`config.mk`:
```
export PLATFORM = sky130hd
export DESIGN_NAME = rcd_datapath
export DESIGN_NICKNAME = d
export VERILOG_FILES = /design/src/verilog/rcd_pkg.sv /design/src/verilog/rcd_datapath.sv
export SDC_FILE = /design/constraint.sdc
export NUM_CORES = 1
export LEC_CHECK = 0
export BUFFER_PORTS_ARGS = -buffer_cell sky130_fd_sc_hd__clkbuf_2
export CORE_MARGIN = 4
export CORE_UTILIZATION = 49
export CTS_BUF_LIST = sky130_fd_sc_hd__clkbuf_4 sky130_fd_sc_hd__clkbuf_8
export CTS_CLUSTER_SIZE = 16
export DETAILED_ROUTE_END_ITERATION = 8
export PLACE_DENSITY = 0.85
export SLEW_MARGIN = 15
export SYNTH_ARGS = -nofsm -noshare
export SYNTH_HDL_FRONTEND = slang
export SYNTH_SLANG_ARGS = --single-unit
```
`constraint.sdc`:
```
create_clock -name core_clk -period 0.92 [get_ports core_clk]
set_input_delay 0.184 -clock core_clk [delete_from_list [all_inputs] [get_ports core_clk]]
set_output_delay 0.184 -clock core_clk [all_outputs]
set_load 0.01 [all_outputs]
```
`src/verilog/rcd_pkg.sv`:
```
package rcd_pkg;
  // Word and field layout
  localparam int unsigned WORD_W     = 16;
  localparam int unsigned CLASS_HI   = 15;
  localparam int unsigned CLASS_LO   = 11;
  localparam int unsigned OPF_HI     = 10;
  localparam int unsigned OPF_LO     = 3;
  localparam logic [4:0]  CLASS_CODE = 5'h00;

  // Opcodes of the set and clear group
  localparam logic [15:0] OP_CLEAR_FIRST   = 16'h0110;
  localparam logic [15:0] OP_CLEAR_SECOND  = 16'h0108;
  localparam logic [15:0] OP_CLEAR_BOTH    = 16'h0118;
  localparam logic [15:0] OP_NEG_ONE_FIRST = 16'h0010;
  localparam logic [15:0] OP_NEG_ONE_SEC   = 16'h0008;
  localparam logic [15:0] OP_NEG_ONE_BOTH  = 16'h0018;
  localparam logic [15:0] OP_POS_ONE_FIRST = 16'h0350;
  localparam logic [15:0] OP_POS_ONE_SEC   = 16'h0528;
  localparam logic [15:0] OP_POS_ONE_BOTH  = 16'h0358;

  // Constant values loaded
  localparam logic [15:0] VAL_ZERO    = 16'h0000;
  localparam logic [15:0] VAL_NEG_ONE = 16'hffff;
  localparam logic [15:0] VAL_POS_ONE = 16'h0001;

  // Switch input decode: unconditional input, device 0, function 1
  localparam logic [7:0]  IO_DEVICE_SW = 8'h00;
  localparam logic [2:0]  IO_FUNC_SW   = 3'h1;

  // Reset values
  localparam logic [15:0] RST_WORD = 16'h0000;

  // Register write result
  typedef struct packed {
    logic        first_we;
    logic [15:0] first_val;
    logic        second_we;
    logic [15:0] second_val;
  } rcd_wr_t;
endpackage

```
`src/verilog/rcd_datapath.sv`:
```
// Functional notes
// - Class from bits 15..11, operation from bits 10..3.
// - Only A and X are touched; no memory operand read.
// - Overflow flag is left unchanged by every operation here.
// - Switch reads arrive as input transfers, device 0, function 1.
// - 0110 clears A, X unchanged.
// - 0108 clears X, A unchanged.
// - 0118 clears both A and X.
// - 0010 loads A with all ones.
// - 0008 loads X with all ones.
// - 0018 loads A and X with all ones.
// - 0350 loads A with plus one.
// - 0528 loads X with plus one.
// - 0358 loads A and X with plus one.
`timescale 1ns/1ps
`default_nettype none
module rcd_datapath (
  // Clock and reset
  input  wire logic        core_clk,
  input  wire logic        resetn,
  input  wire logic        clk_en,
  // Instruction issue from sequencer
  input  wire logic        instr_valid,
  input  wire logic [15:0] instr_word,
  input  wire logic        io_valid,
  input  wire logic        io_unconditional,
  input  wire logic        io_is_input,
  input  wire logic [7:0]  io_device,
  input  wire logic [2:0]  io_function,
  input  wire logic        io_to_second,
  // Data switch pins
  input  wire logic [15:0] switch_pins,
  // Register file and flag
  output logic [15:0]      first_work_q,
  output logic [15:0]      second_work_q,
  output logic             wrap_flag_q,
  output logic             done_q,
  output logic             illegal_q
);
  logic [15:0]      sw_meta_q;
  logic [15:0]      sw_sync_q;
  logic [15:0]      first_work_d;
  logic [15:0]      second_work_d;
  logic             done_d;
  logic             illegal_d;
  logic             is_class;
  logic             sw_hit;
  rcd_pkg::rcd_wr_t wr;

  // Switch pins are asynchronous, so they pass two flops
  always_ff @(posedge core_clk or negedge resetn)
  begin
    if (!resetn)
    begin
      sw_meta_q <= rcd_pkg::RST_WORD;
      sw_sync_q <= rcd_pkg::RST_WORD;
    end
    else if (clk_en)
    begin
      sw_meta_q <= switch_pins;
      sw_sync_q <= sw_meta_q;
    end
  end

  // Class decode on the top field
  assign is_class = instr_valid &&
    (instr_word[rcd_pkg::CLASS_HI:rcd_pkg::CLASS_LO] == rcd_pkg::CLASS_CODE);

  // Switch reads come only through the input path
  assign sw_hit = io_valid && io_unconditional && io_is_input &&
    (io_device == rcd_pkg::IO_DEVICE_SW) && (io_function == rcd_pkg::IO_FUNC_SW);

  // Operation decode: bits 2..0 are masked off, so only the 8-bit field picks the op
  always_comb
  begin
    wr = '{first_we: 1'b0, first_val: rcd_pkg::VAL_ZERO,
           second_we: 1'b0, second_val: rcd_pkg::VAL_ZERO};
    illegal_d = 1'b0;
    if (is_class)
    begin
      unique case ({instr_word[rcd_pkg::CLASS_HI:rcd_pkg::OPF_LO], 3'h0})
        rcd_pkg::OP_CLEAR_FIRST:   wr.first_we = 1'b1;
        rcd_pkg::OP_CLEAR_SECOND:  wr.second_we = 1'b1;
        rcd_pkg::OP_CLEAR_BOTH:
        begin
          wr.first_we  = 1'b1;
          wr.second_we = 1'b1;
        end
        rcd_pkg::OP_NEG_ONE_FIRST:
        begin
          wr.first_we  = 1'b1;
          wr.first_val = rcd_pkg::VAL_NEG_ONE;
        end
        rcd_pkg::OP_NEG_ONE_SEC:
        begin
          wr.second_we  = 1'b1;
          wr.second_val = rcd_pkg::VAL_NEG_ONE;
        end
        rcd_pkg::OP_NEG_ONE_BOTH:
        begin
          wr.first_we   = 1'b1;
          wr.first_val  = rcd_pkg::VAL_NEG_ONE;
          wr.second_we  = 1'b1;
          wr.second_val = rcd_pkg::VAL_NEG_ONE;
        end
        rcd_pkg::OP_POS_ONE_FIRST:
        begin
          wr.first_we  = 1'b1;
          wr.first_val = rcd_pkg::VAL_POS_ONE;
        end
        rcd_pkg::OP_POS_ONE_SEC:
        begin
          wr.second_we  = 1'b1;
          wr.second_val = rcd_pkg::VAL_POS_ONE;
        end
        rcd_pkg::OP_POS_ONE_BOTH:
        begin
          wr.first_we   = 1'b1;
          wr.first_val  = rcd_pkg::VAL_POS_ONE;
          wr.second_we  = 1'b1;
          wr.second_val = rcd_pkg::VAL_POS_ONE;
        end
        // Unlisted operation codes in this class are flagged, not executed
        default:                   illegal_d = 1'b1;
      endcase
    end
    else if (sw_hit)
    begin
      wr.first_we   = !io_to_second;
      wr.first_val  = sw_sync_q;
      wr.second_we  = io_to_second;
      wr.second_val = sw_sync_q;
    end
  end

  // Next register values; loaded from a constant or the switch word, otherwise held
  always_comb
  begin
    first_work_d  = wr.first_we ? wr.first_val : first_work_q;
    second_work_d = wr.second_we ? wr.second_val : second_work_q;
    done_d        = is_class || sw_hit;
  end

  // One-cycle update; the flag has no writer here by design
  always_ff @(posedge core_clk or negedge resetn)
  begin
    if (!resetn)
    begin
      first_work_q  <= rcd_pkg::RST_WORD;
      second_work_q <= rcd_pkg::RST_WORD;
      wrap_flag_q   <= 1'b0;
      done_q        <= 1'b0;
      illegal_q     <= 1'b0;
    end
    else if (clk_en)
    begin
      first_work_q  <= first_work_d;
      second_work_q <= second_work_d;
      wrap_flag_q   <= wrap_flag_q;
      done_q        <= done_d;
      illegal_q     <= illegal_d;
    end
  end

  // Checks
  a_clear_first_only: assert property (@(posedge core_clk) disable iff (!resetn)
    (clk_en && instr_valid && instr_word == rcd_pkg::OP_CLEAR_FIRST) |=>
      (first_work_q == rcd_pkg::VAL_ZERO) && $stable(second_work_q))
    else $error("Clear of A wrong or X disturbed");
  a_clear_second_only: assert property (@(posedge core_clk) disable iff (!resetn)
    (clk_en && instr_valid && instr_word == rcd_pkg::OP_CLEAR_SECOND) |=>
      (second_work_q == rcd_pkg::VAL_ZERO) && $stable(first_work_q))
    else $error("Clear of X wrong or A disturbed");
  a_clear_both_regs: assert property (@(posedge core_clk) disable iff (!resetn)
    (clk_en && instr_valid && instr_word == rcd_pkg::OP_CLEAR_BOTH) |=>
      (first_work_q == 16'h0000) && (second_work_q == 16'h0000))
    else $error("Clear of both failed");
  a_neg_first_load: assert property (@(posedge core_clk) disable iff (!resetn)
    (clk_en && instr_valid && instr_word == rcd_pkg::OP_NEG_ONE_FIRST) |=>
      (first_work_q == 16'hffff) && $stable(second_work_q))
    else $error("Minus one into A failed");
  a_neg_second_load: assert property (@(posedge core_clk) disable iff (!resetn)
    (clk_en && instr_valid && instr_word == rcd_pkg::OP_NEG_ONE_SEC) |=>
      (second_work_q == 16'hffff) && $stable(first_work_q))
    else $error("Minus one into X failed");
  a_neg_both_load: assert property (@(posedge core_clk) disable iff (!resetn)
    (clk_en && instr_valid && instr_word == rcd_pkg::OP_NEG_ONE_BOTH) |=>
      (first_work_q == 16'hffff) && (second_work_q == 16'hffff))
    else $error("Minus one into both failed");
  a_pos_first_load: assert property (@(posedge core_clk) disable iff (!resetn)
    (clk_en && instr_valid && instr_word == rcd_pkg::OP_POS_ONE_FIRST) |=>
      (first_work_q == 16'h0001) && $stable(second_work_q))
    else $error("Plus one into A failed");
  a_pos_second_load: assert property (@(posedge core_clk) disable iff (!resetn)
    (clk_en && instr_valid && instr_word == rcd_pkg::OP_POS_ONE_SEC) |=>
      (second_work_q == 16'h0001) && $stable(first_work_q))
    else $error("Plus one into X failed");
  a_pos_both_load: assert property (@(posedge core_clk) disable iff (!resetn)
    (clk_en && instr_valid && instr_word == rcd_pkg::OP_POS_ONE_BOTH) |=>
      (first_work_q == 16'h0001) && (second_work_q == 16'h0001))
    else $error("Plus one into both failed");
  a_flag_held: assert property (@(posedge core_clk) disable iff (!resetn)
    ##1 $stable(wrap_flag_q))
    else $error("Overflow flag changed");
  a_done_one_cycle: assert property (@(posedge core_clk) disable iff (!resetn)
    (clk_en && instr_valid && instr_word[15:11] == 5'h00) |=> done_q)
    else $error("Completion not seen next cycle");
  a_other_class_quiet: assert property (@(posedge core_clk) disable iff (!resetn)
    (clk_en && instr_valid && instr_word[15:11] != 5'h00 && !io_valid) |=>
      $stable(first_work_q) && $stable(second_work_q))
    else $error("Other class changed A or X");
  a_switch_into_first: assert property (@(posedge core_clk) disable iff (!resetn)
    (clk_en && !(instr_valid && instr_word[15:11] == 5'h00) && io_valid &&
     io_unconditional && io_is_input && io_device == 8'h00 && io_function == 3'h1 &&
     !io_to_second) |=> (first_work_q == $past(sw_sync_q)))
    else $error("Switch read into A failed");
  // Mirror of the read into A; the other register must not move
  a_switch_into_second: assert property (@(posedge core_clk) disable iff (!resetn)
    (clk_en && !(instr_valid && instr_word[15:11] == 5'h00) && io_valid &&
     io_unconditional && io_is_input && io_device == 8'h00 && io_function == 3'h1 &&
     io_to_second) |=> (second_work_q == $past(sw_sync_q)) && $stable(first_work_q))
    else $error("Switch read into X failed");
  // No listed code has an all-ones low field, so such a word must be refused
  a_unlisted_refused: assert property (@(posedge core_clk) disable iff (!resetn)
    (clk_en && instr_valid && instr_word[15:11] == 5'h00 && instr_word[7:3] == 5'h1f) |=>
      illegal_q && $stable(first_work_q) && $stable(second_work_q))
    else $error("Unlisted class word was executed");
  // A stalled cycle must leave A, X and done where they were
  a_stall_freezes: assert property (@(posedge core_clk) disable iff (!resetn)
    !clk_en |=> $stable(first_work_q) && $stable(second_work_q) && $stable(done_q))
    else $error("State moved while clock enable was low");
endmodule
`default_nettype wire

```
# == Word-level counts from Yosys, hierarchy flattened ==
# Index checks and enable logic that the tools add are counted.
# totals
out_inout_bits,35
in_bits,51
elab_cells,42
ff_bits,66
# classes
n_mux,8
eq_ne,10
reduce_logical,18
# op_table
cell,n
34-bit 2-to-1 mux,2
16-bit case mux with 2 select lines,2
13-bit by 6-bit equality test with 1-bit output (second input constant),3
13-bit by 2-bit equality test with 1-bit output (second input constant),2
13-bit by 7-bit equality test with 1-bit output (second input constant),2
13-bit by 1-bit equality test with 1-bit output (second input constant),1
13-bit by 8-bit equality test with 1-bit output (second input constant),1
6-bit OR reduction,2
9-bit OR reduction,1
8-bit logical NOT,1
2-bit OR reduction,4
1-bit logical AND,5
5-bit logical NOT,1
1-bit 2-to-1 mux,4
2-bit AND reduction,2
3-bit by 1-bit equality test with 1-bit output (second input constant),1
1-bit logical NOT,1
1-bit logical OR,1

# == Depth between registers and ports, before layout ==
# Gate-level depths: netlist of the first run.
# depth
depth_word,7
ltp_mapped,8
depth_no_buf,5

# == Worst setup path before layout of the first run ==
# No wires, ideal clock.
# synth_timing
path_type,input-to-reg
start,input port instr_word[5]
end,register second_work_q[0]
setup_ps,128
cell_stages,6
required_time_ps,792
slack_ps,-710
n_path_buf,1
arrival_ps,1502
cell_sequence,or3b_1 nor2_2 o311ai_1 a21boi_1 buf_4 mux2_1
# synth_between
elab_chain_len,5
word_cells_on_any_way,13
classes_between,eq/ne: 6; mux: 3; reduce/logical: 4
# synth_rtl
item,line,text
"start, declared",rcd_datapath.sv:24,"input wire logic [15:0] instr_word,"
"13-bit by 7-bit equality test with 1-bit output, or another cell as far along",rcd_datapath.sv:81,"unique case ({instr_word[rcd_pkg::CLASS_HI:rcd_pkg::OPF_LO], 3'h0})"
6-bit OR reduction (no line),-,
1-bit 2-to-1 mux,rcd_datapath.sv:81,
34-bit 2-to-1 mux (*),rcd_datapath.sv:79,if (is_class)
2-bit AND reduction (no line),-,
"end signal, assigned",rcd_datapath.sv:150,second_work_q <= rcd_pkg::RST_WORD;
"end signal, assigned",rcd_datapath.sv:158,second_work_q <= second_work_d;
"end, declared",rcd_datapath.sv:35,"output logic [15:0] second_work_q,"
# Every way passes the cells marked *; elsewhere a longest branch is shown, timed or not.
# A chain may end at the register's enable or synchronous reset.

# == Worst setup path in the final report of the first run ==
# layout_timing
start,input port instr_word[6]
end,register second_work_q[10]
# Same word-level chain as after synthesis.

==> impl_metrics.env, run 1 <==
export IMPL_cpMaxStageDelayCell="or3_4"
export IMPL_path_depth=8
export IMPL_dpl_hpwl_um=4870
export IMPL_run_status="complete, but fails checks"
export IMPL_antenna_cells=0
export IMPL_cp_start_kind="input pin"
export IMPL_ys_warn_count=0
export IMPL_ir_drop_mv=0.975
export IMPL_areaGrowthSynthToFinish_pct=39.6
export IMPL_rr_endpoint="second_work_q[0]$_DFFE_PN0P_"
export IMPL_drcViolationCount=0
export IMPL_drv_cap=0
export IMPL_rr_worst_depth=3
export IMPL_routabilityCongestion=0.773
export IMPL_synth_seq_cells=66
export IMPL_hold_viol=0
export IMPL_antenna_found_initial=0
export IMPL_overflow=0
export IMPL_drive_gt1_share_pct=54.0
export IMPL_worstReg2RegStart="second_work_q[0]$_DFFE_PN0P_"
export IMPL_fill_cells=395
export IMPL_path_clk_slew_ps=70
export IMPL_htreeDepth=3
export IMPL_tns_ps=-19420
export IMPL_die_height_um=86.6
export IMPL_cts_tree="built"
export IMPL_setup_worst_path_start="instr_word[6]"
export IMPL_final_cells=451
export IMPL_dp_cells=409
export IMPL_grt_pass1_vias=2395
export IMPL_start_util_pct=50.9
export IMPL_drv_slew=0
export IMPL_cp_endpoint="second_work_q[10]$_DFFE_PN0P_"
export IMPL_crit_type="input pin to register"
export IMPL_cts_made_buffers=9
export IMPL_cts_root_buffer="clkbuf_8"
export IMPL_nNetsFinal=422
export IMPL_hold_class="input pin to register"
export IMPL_rsz0062_at_grt="true"
export IMPL_grt_max_degree=67
export IMPL_synth_area_um2=3030
export IMPL_synth_async_reset_ratio_pct=100
export IMPL_fmax_mhz=686
export IMPL_critPathTopFamily="simple AND/OR/NAND/NOR gates"
export IMPL_fin_ws_ps=-539
export IMPL_grt_pass1_wl_um=11400
export IMPL_clk_latency_ps=340
export IMPL_cp_data_arrival_time_ps=1710
export IMPL_p_leak_nw=2.00
export IMPL_ys_seq_area_share_pct=54.5
export IMPL_skew_ps=13.2
export IMPL_synth_net_count=299
export IMPL_post_place_ws_ps=-875
export IMPL_power_w=0.00604
export IMPL_worst_path_buf_inv=3
export IMPL_yosysUniqueCellTypes=42
export IMPL_clock_sinks=66
export IMPL_p_per_area_nw_per_um2=1430
export IMPL_core_um2=5960
export IMPL_period_share_pct=159
export IMPL_cp_max_fo=7
export IMPL_dieArea_um2=7510
export IMPL_synth_top_flop_cell="dfrtp_1"
export IMPL_setup_violations=67
export IMPL_viasPerCell=5.31
export IMPL_synth_edf_count=0
export IMPL_syn_avg_cell_area_um2=12.2
export IMPL_grt_use_total_pct=19.6
export IMPL_violations="negative setup slack"
export IMPL_post_route_util_pct=71.0
export IMPL_worst_endpoint_required_ps=1170
export IMPL_crit_chain="clkbuf_2 -> or3_4 -> nor2b_4 -> o311ai_4 -> a21boi_2 -> buf_6 -> clkbuf_16 -> mux2i_1"
export IMPL_num_io_pins=86
export IMPL_detail_route_iter0_violations=160
export IMPL_first_pass_iters=4
export IMPL_layout_min_cycle_time_ps=1460
export IMPL_vias=2396
export IMPL_r2r_setup_slack_ps=-110
export IMPL_ant_nets=0
export IMPL_fp_dieW_um=86.6
export IMPL_worstHoldPathCells=2
export IMPL_portBuffers=81
export IMPL_rows=28
export IMPL_cp_end_kind="register"
export IMPL_drt_wl_total_um=8200
export IMPL_wire_per_inst_um=18.2
export IMPL_synth_cells=248
export IMPL_cts_max_path_buffers=2
export IMPL_cp_slowest_stage_delay_ps=440
Yosys cell counts (2+ instances only):
cell       n  share of area (%)
dfrtp_1   66                 55
mux2_2    33                 12
a21oi_1   32                5.3
inv_1     30                3.7
mux2i_1   30                9.9
buf_2      5               0.83
nor2_1     5               0.62
clkbuf_1   4               0.50
buf_4      3               0.74
nor3_1     3               0.50
buf_6      2               0.74
nand3_1    2               0.33
nor2b_1    2               0.41
nor4b_1    2               0.58
o21ai_0    2               0.33
final cells by class:
type / count / area (µm²) / area share (%)
well taps: 75 / 93.8 / 2.22
multi-input cells: 135 / 1260 / 29.8
inverters: 30 / 113 / 2.66
clock buffers: 11 / 145 / 3.43
clock inverters: 5 / 30.0 / 0.710
repair buffers: 129 / 935 / 22.1
flip-flops and latches: 66 / 1650 / 39.0
layer usage:
layer | part of all wire, % | vias to the layer above | global-route usage [%]
met1 | 40 | 1172 | 24.4
met5 | 0 | - | 0
met2 | 51 | 100 | 32.5
met3 | 5.5 | 25 | 4.94
met4 | 3.2 | 0 | 8.50
li1 | - | 1099 | -
kinds of logic (layout without fill, tap and decap cells):
group	count (synthesis)	after routing	share of synthesized area (%)
buf+inv	47	175	7.97
other cells	1	1	0.124
flops	66	66	54.5
compound gates	40	40	7.43
mux	65	65	23.0
simple gates	29	29	6.94
sequential cells by signal, indices dropped and copies added (netlist names):
name	count
illegal_q	1
done_q	1
sw_sync_q	16
first_work_q	16
sw_meta_q	16
second_work_q	16
how the worst min path moves through the flow:
stage | startpoint | endpoint | slack, ps
4_1_cts | switch_pins[9] | sw_meta_q[9]$_DFFE_PN0P_ | 60
2_1_floorplan | resetn | done_q$_DFFE_PN0P_ | -110
3_5_place_dp | resetn | first_work_q[2]$_DFFE_PN0P_ | 230
5_1_grt | switch_pins[8] | sw_meta_q[8]$_DFFE_PN0P_ | 60
6_report | switch_pins[9] | sw_meta_q[9]$_DFFE_PN0P_ | 80
3_3_place_gp | resetn | second_work_q[5]$_DFFE_PN0P_ | 220
power by group:
part / switching, W / internal (W) / total, W / leakage, nW
clock: 0.00111 / 0.00107 / 0.00218 / 0.0885
combinational: 0.000266 / 0.000348 / 0.000614 / 1.21
sequential: 0.000143 / 0.00310 / 0.00324 / 0.693
cell usage in the layout (no fill, tap or decap), types with 2 or more instances in the layout:
master,n
clkbuf_2,74
dfrtp_1,66
buf_4,34
mux2_2,32
a21oi_1,31
inv_1,30
mux2i_1,29
buf_6,11
clkbuf_8,10
buf_12,6
nor2_1,5
mux2_4,3
clkinv_2,3
nor4b_2,2
and2_4,2
nor3_2,2
nand3_1,2
o21ai_0,2
clkinvlp_4,2
clkbuf_16,2
through the flow:
step           hold WS, ps  instance area (µm²)
3_3_place_gp           221                 3660
2_1_floorplan         -112                 3090
6_report              76.4                 4230
5_1_grt               65.0                 4230
4_1_cts               62.6                 3960
3_5_place_dp           230                 3660
what timing repair did:
item | 4_1_cts | 5_1_grt
setup endpoints to repair | 67 | 67
hold endpoints to repair | 66 | 0
gates resized for setup | 7 | 31
cloned | 0 | 2
hold buffers | 1 | 0
buffers inserted | 11 | 13
pin swaps | 0 | 9
Power figures use the tool's default switching activity.
==> run 2: changes to the inputs <==
Settings changed: SETUP_SLACK_MARGIN from default to 0.05.
==> run 2 against run 1 <==
  * The run still ends with negative setup slack left
  * Maximum frequency fell by 1.5%
  * Largest power group unchanged
  * Register-to-register slack improved by 50 ps
  * Clock power rose by 2%
==> impl_metrics.env, run 2 (synthesized netlist as in run 1, its figures left out) <==
export IMPL_tns_ps=-19460
export IMPL_rr_worst_depth=2
export IMPL_fmax_mhz=675
export IMPL_ir_drop_mv=1.09
export IMPL_cp_end_kind="register"
export IMPL_p_per_area_nw_per_um2=1400
export IMPL_htreeDepth=3
export IMPL_worstHoldPathCells=2
export IMPL_period_share_pct=161
export IMPL_hold_class="input pin to register"
export IMPL_rows=28
export IMPL_cp_data_arrival_time_ps=1700
export IMPL_layout_min_cycle_time_ps=1480
export IMPL_overflow=0
export IMPL_violations="negative setup slack"
export IMPL_wl_met1_um=3490
export IMPL_drv_slew=0
export IMPL_setup_violations=68
export IMPL_skew_ps=12.3
export IMPL_drive_gt1_share_pct=54.8
export IMPL_hold_end="sw_meta_q[7]$_DFFE_PN0P_"
export IMPL_dr_wl_met2_um=4710
export IMPL_drv_cap=0
export IMPL_dpl_hpwl_um=5080
export IMPL_cp_start_kind="input pin"
export IMPL_cts_max_path_buffers=2
export IMPL_antenna_cells=0
export IMPL_hold_ws_ps=75.6
export IMPL_r2r_setup_slack_ps=-60
export IMPL_post_place_ws_ps=-906
export IMPL_portBuffers=81
export IMPL_cp_max_fo=5
export IMPL_hold_viol=0
export IMPL_drcViolationCount=0
export IMPL_wire_per_inst_um=19.6
export IMPL_cts_tree="built"
export IMPL_drt_wl_total_um=8980
export IMPL_vias=2515
export IMPL_cts_made_buffers=9
export IMPL_routabilityCongestion=0.826
export IMPL_routed_top_layer="met4"
export IMPL_clock_sinks=66
export IMPL_final_common_cell="clkbuf_2"
export IMPL_path_clk_slew_ps=70
export IMPL_detail_route_iter0_violations=157
export IMPL_run_status="complete, but fails checks"
export IMPL_first_pass_iters=4
export IMPL_grt_max_degree=67
export IMPL_rsz0062_at_grt="true"
export IMPL_num_io_pins=86
export IMPL_areaGrowthSynthToFinish_pct=46.9
export IMPL_routed_wl_met3_um=480
export IMPL_p_leak_nw=2.17
export IMPL_antenna_found_initial=0
export IMPL_grt_use_total_pct=22.9
export IMPL_layout_common_cells="clkbuf_2 (68), dfrtp_1 (66), buf_4 (40), a21oi_1 (31)"
export IMPL_clk_latency_ps=340
export IMPL_holdCritStartpoint="switch_pins[7]"
export IMPL_rr_endpoint="second_work_q[0]$_DFFE_PN0P_"
export IMPL_nNetsFinal=430
export IMPL_fin_ws_ps=-561
export IMPL_post_route_util_pct=74.8
export IMPL_core_um2=5960
export IMPL_fp_dieW_um=86.6
export IMPL_grt_pass1_vias=2649
export IMPL_worst_endpoint_required_ps=1140
export IMPL_die_height_um=86.6
export IMPL_crit_type="input pin to register"
export IMPL_ant_nets=0
export IMPL_worstReg2RegStart="sw_sync_q[0]$_DFFE_PN0P_"
export IMPL_dieArea_um2=7510
export IMPL_grt_pass1_wl_um=13100
export IMPL_viasPerCell=5.49
export IMPL_cts_root_buffer="clkbuf_8"
export IMPL_start_util_pct=50.9
==> run 2: cell types whose count changed in the layout (fill, tap and decap cells not counted), sizes merged <==
| cell | before | now |
|---|---|---|
| buf | 52 | 68 |
| clkbuf | 87 | 81 |
| clkinv | 3 | 1 |
| clkinvlp | 2 | 1 |
==> run 2: per-stage QoR <==
step | std cells | instance area [µm²] | power, W
2_1_floorplan | 248 | 3230 | 0.00365
3_3_place_gp | 409 | 3760 | 0.00391
3_5_place_dp | 409 | 3760 | 0.00394
4_1_cts | 446 | 4220 | 0.00614
5_1_grt | 458 | 4450 | 0.00647
6_report | 458 | 4450 | 0.00623
==> run 2: timing repair <==
item,in CTS,in global routing
hold endpoints to repair,66,0
gates cloned,2,0
pin swaps,2,14
resized for setup,13,41
buffers inserted,19,14
setup endpoints to repair,67,68
hold buffers,1,0
==> run 2: worst max-delay path, stage by stage <==
cell and delay (ps):
buf_6 90, or3_4 430, nor2b_4 180, o311ai_4 110, a21boi_2 240, buf_4 160
mux2_4 290
==> run 2: power by group <==
| group | internal [W] | switching (W) |
|---|---|---|
| Sequential | 0.00310 | 0.000158 |
| Combinational | 0.000455 | 0.000296 |
| Clock | 0.00117 | 0.00106 |
==> run 2: area by class of cell <==
cell class	instances	area (µm²)
timing repair buffer	137	1040
tap	75	93.8
clock inverter	2	12.5
inverter	30	113
sequential	66	1650
clock buffer	13	166
fill	369	1500
multi-input combinational	135	1380
==> run 2: how the worst max path moves through the flow <==
stage,from,end,slack (ps),cells after the start
3_5_place_dp,io_device[7],first_work_q[14]$_DFFE_PN0P_,-910,7
6_report,instr_word[7],second_work_q[0]$_DFFE_PN0P_,-560,7
4_1_cts,io_device[7],first_work_q[0]$_DFFE_PN0P_,-490,7
5_1_grt,instr_word[7],second_work_q[0]$_DFFE_PN0P_,-560,7
3_3_place_gp,io_device[7],first_work_q[10]$_DFFE_PN0P_,-750,7
2_1_floorplan,instr_word[12],first_work_q[0]$_DFFE_PN0P_,-680,7
==> run 2: metal layers <==
layer	track usage [%]	vias up
li1	-	1114
met5	0	-
met4	9.21	0
met2	39.9	104
met1	26.7	1271
met3	5.99	26
==> run 3: changes to the inputs <==
Settings changed: PLACE_DENSITY 0.85 to 0.79.
==> run 3 against run 2 <==
  * The flow still finishes with violations (negative setup slack)
  * Maximum frequency grew 3.8%
  * Via count decreased by 5.8%
  * Total power grew 6.5%
  * Critical path depth unchanged
  * Final cell count shrank 1.5%
  * Setup slack improved by 55 ps
  * Sequential share of layout area increased by 1.7 points
  * Critical path type unchanged
==> impl_metrics.env, run 3 (synthesized netlist as in run 1, its figures left out) <==
export IMPL_p_leak_nw=2.09
export IMPL_drt_wl_total_um=7510
export IMPL_tns_ps=-19430
export IMPL_cts_tree="built"
export IMPL_grt_use_total_pct=20.5
export IMPL_grt_pass1_wl_um=11800
export IMPL_antenna_found_initial=0
export IMPL_layout_common_cells="clkbuf_2 (78), dfrtp_1 (66), buf_4 (38), a21oi_1 (31), inv_1 (30)"
export IMPL_cts_made_buffers=9
export IMPL_power_w=0.00664
export IMPL_viasPerCell=5.25
export IMPL_path_clk_slew_ps=80
export IMPL_crit_type="input pin to register"
export IMPL_cts_root_buffer="clkbuf_8"
export IMPL_setup_violations=68
export IMPL_worst_endpoint_required_ps=1180
export IMPL_start_util_pct=50.9
export IMPL_p_per_area_nw_per_um2=1560
export IMPL_portBuffers=81
export IMPL_worstHoldPathCells=2
export IMPL_antenna_cells=0
export IMPL_cp_start_kind="input pin"
export IMPL_htreeDepth=3
export IMPL_period_share_pct=155
export IMPL_crit_chain="clkbuf_2 -> nor4bb_1 -> and4_1 -> and2_4 -> a32o_2 -> buf_12 -> mux2i_1"
export IMPL_final_common_cell="clkbuf_2"
export IMPL_ir_drop_mv=0.940
export IMPL_cp_slowest_stage_delay_ps=310
export IMPL_cts_max_path_buffers=2
export IMPL_drcViolationCount=0
export IMPL_die_height_um=86.6
export IMPL_layout_min_cycle_time_ps=1430
export IMPL_rows=28
export IMPL_violations="negative setup slack"
export IMPL_drv_slew=0
export IMPL_cp_max_fo=10
export IMPL_drive_gt1_share_pct=52.7
export IMPL_first_pass_iters=4
export IMPL_clk_latency_ps=350
export IMPL_overflow=0
export IMPL_fill_cells=439
export IMPL_routabilityCongestion=0.845
export IMPL_cpMaxStageDelayCell="nor4bb_1"
export IMPL_dieArea_um2=7510
export IMPL_drv_cap=0
export IMPL_hold_viol=0
export IMPL_grt_max_degree=53
export IMPL_nNetsFinal=422
export IMPL_dp_cells=411
export IMPL_areaGrowthSynthToFinish_pct=40.7
export IMPL_cp_data_arrival_time_ps=1690
export IMPL_grt_pass1_vias=2444
export IMPL_rsz0062_at_grt="true"
export IMPL_num_io_pins=86
export IMPL_post_place_ws_ps=-858
export IMPL_fp_dieW_um=86.6
export IMPL_cp_end_kind="register"
export IMPL_dpl_hpwl_um=5130
export IMPL_final_cells=451
export IMPL_rr_worst_depth=2
export IMPL_hold_ws_ps=64.3
export IMPL_run_status="complete, but fails checks"
export IMPL_fin_ws_ps=-507
export IMPL_vias=2368
export IMPL_skew_ps=12.6
export IMPL_core_um2=5960
export IMPL_detail_route_iter0_violations=169
export IMPL_clock_sinks=66
export IMPL_wire_per_inst_um=16.7
export IMPL_hold_class="input pin to register"
export IMPL_fmax_mhz=701
export IMPL_ant_nets=0
## run 3: cell count changes in the layout (fill, tap and decap cells not counted), sizes merged
cell    previous run  this run
clkbuf            81        88
buf               68        49
bufinv             0         2
clkinv             1         2
inv               30        32
## run 3: repair_timing
item	in CTS	in global routing
gates cloned	0	1
pin swaps	3	7
hold buffers	1	0
endpoints found under the setup margin	67	68
endpoints found under the hold margin	66	0
buffers inserted	12	10
gates resized for setup	5	12
## run 3: area by class of cell
class | count | area [µm²] | area share, %
timing repair buffer | 129 | 872 | 20.5
tap | 75 | 93.8 | 2.20
clock inverter | 7 | 98.8 | 2.32
inverter | 30 | 113 | 2.64
clock buffer | 9 | 124 | 2.91
multi-input combinational | 135 | 1310 | 30.7
sequential | 66 | 1650 | 38.7
## run 3: where the power goes
part / total [W] / switching [W] / leakage (nW) / internal (W)
clock: 0.00270 / 0.00116 / 0.110 / 0.00154
combinational: 0.000685 / 0.000263 / 1.29 / 0.000422
sequential: 0.00325 / 0.000155 / 0.693 / 0.00310
total: 0.00664 / 0.00157 / 2.09 / 0.00506
## run 3: routing by layer
metal  up-vias  share of wire (%)  global-route usage (%)
li1       1097                  -                       -
met1      1179                 41                    26.1
met2        79                 52                    33.3
met3        13                4.7                    4.56
met4         0                2.1                    9.63
met5         -                  0                       0
## run 3: final timing paths
path	slack, ps	end	startpoint
worst max-delay path	-510	first_work_q[8]$_DFFE_PN0P_	io_device[0]
worst min-delay path	60	sw_meta_q[11]$_DFFE_PN0P_	switch_pins[11]
worst max register to register	-90	second_work_q[0]$_DFFE_PN0P_	sw_sync_q[0]$_DFFE_PN0P_
worst min register to register	510	sw_meta_q[2]$_DFFE_PN0P_	sw_meta_q[2]$_DFFE_PN0P_
max in group asynchronous	220	illegal_q$_DFFE_PN0P_	resetn
min in group asynchronous	200	sw_meta_q[13]$_DFFE_PN0P_	resetn
## run 3: through the flow
stage	util, %	cell area (µm²)
after floorplan	-	3230
after global placement	63.2	3760
after detailed placement	63.2	3760
after CTS	69.0	4110
after global routing	71.6	4260
final	71.6	4260
## run 3: critical path, delay by kind of cell
| kind | cells | cell delay [ps] |
|---|---|---|
| mux | 1 | 220 |
| compound gates | 1 | 220 |
| simple gates | 3 | 810 |
| buf+inv | 2 | 250 |
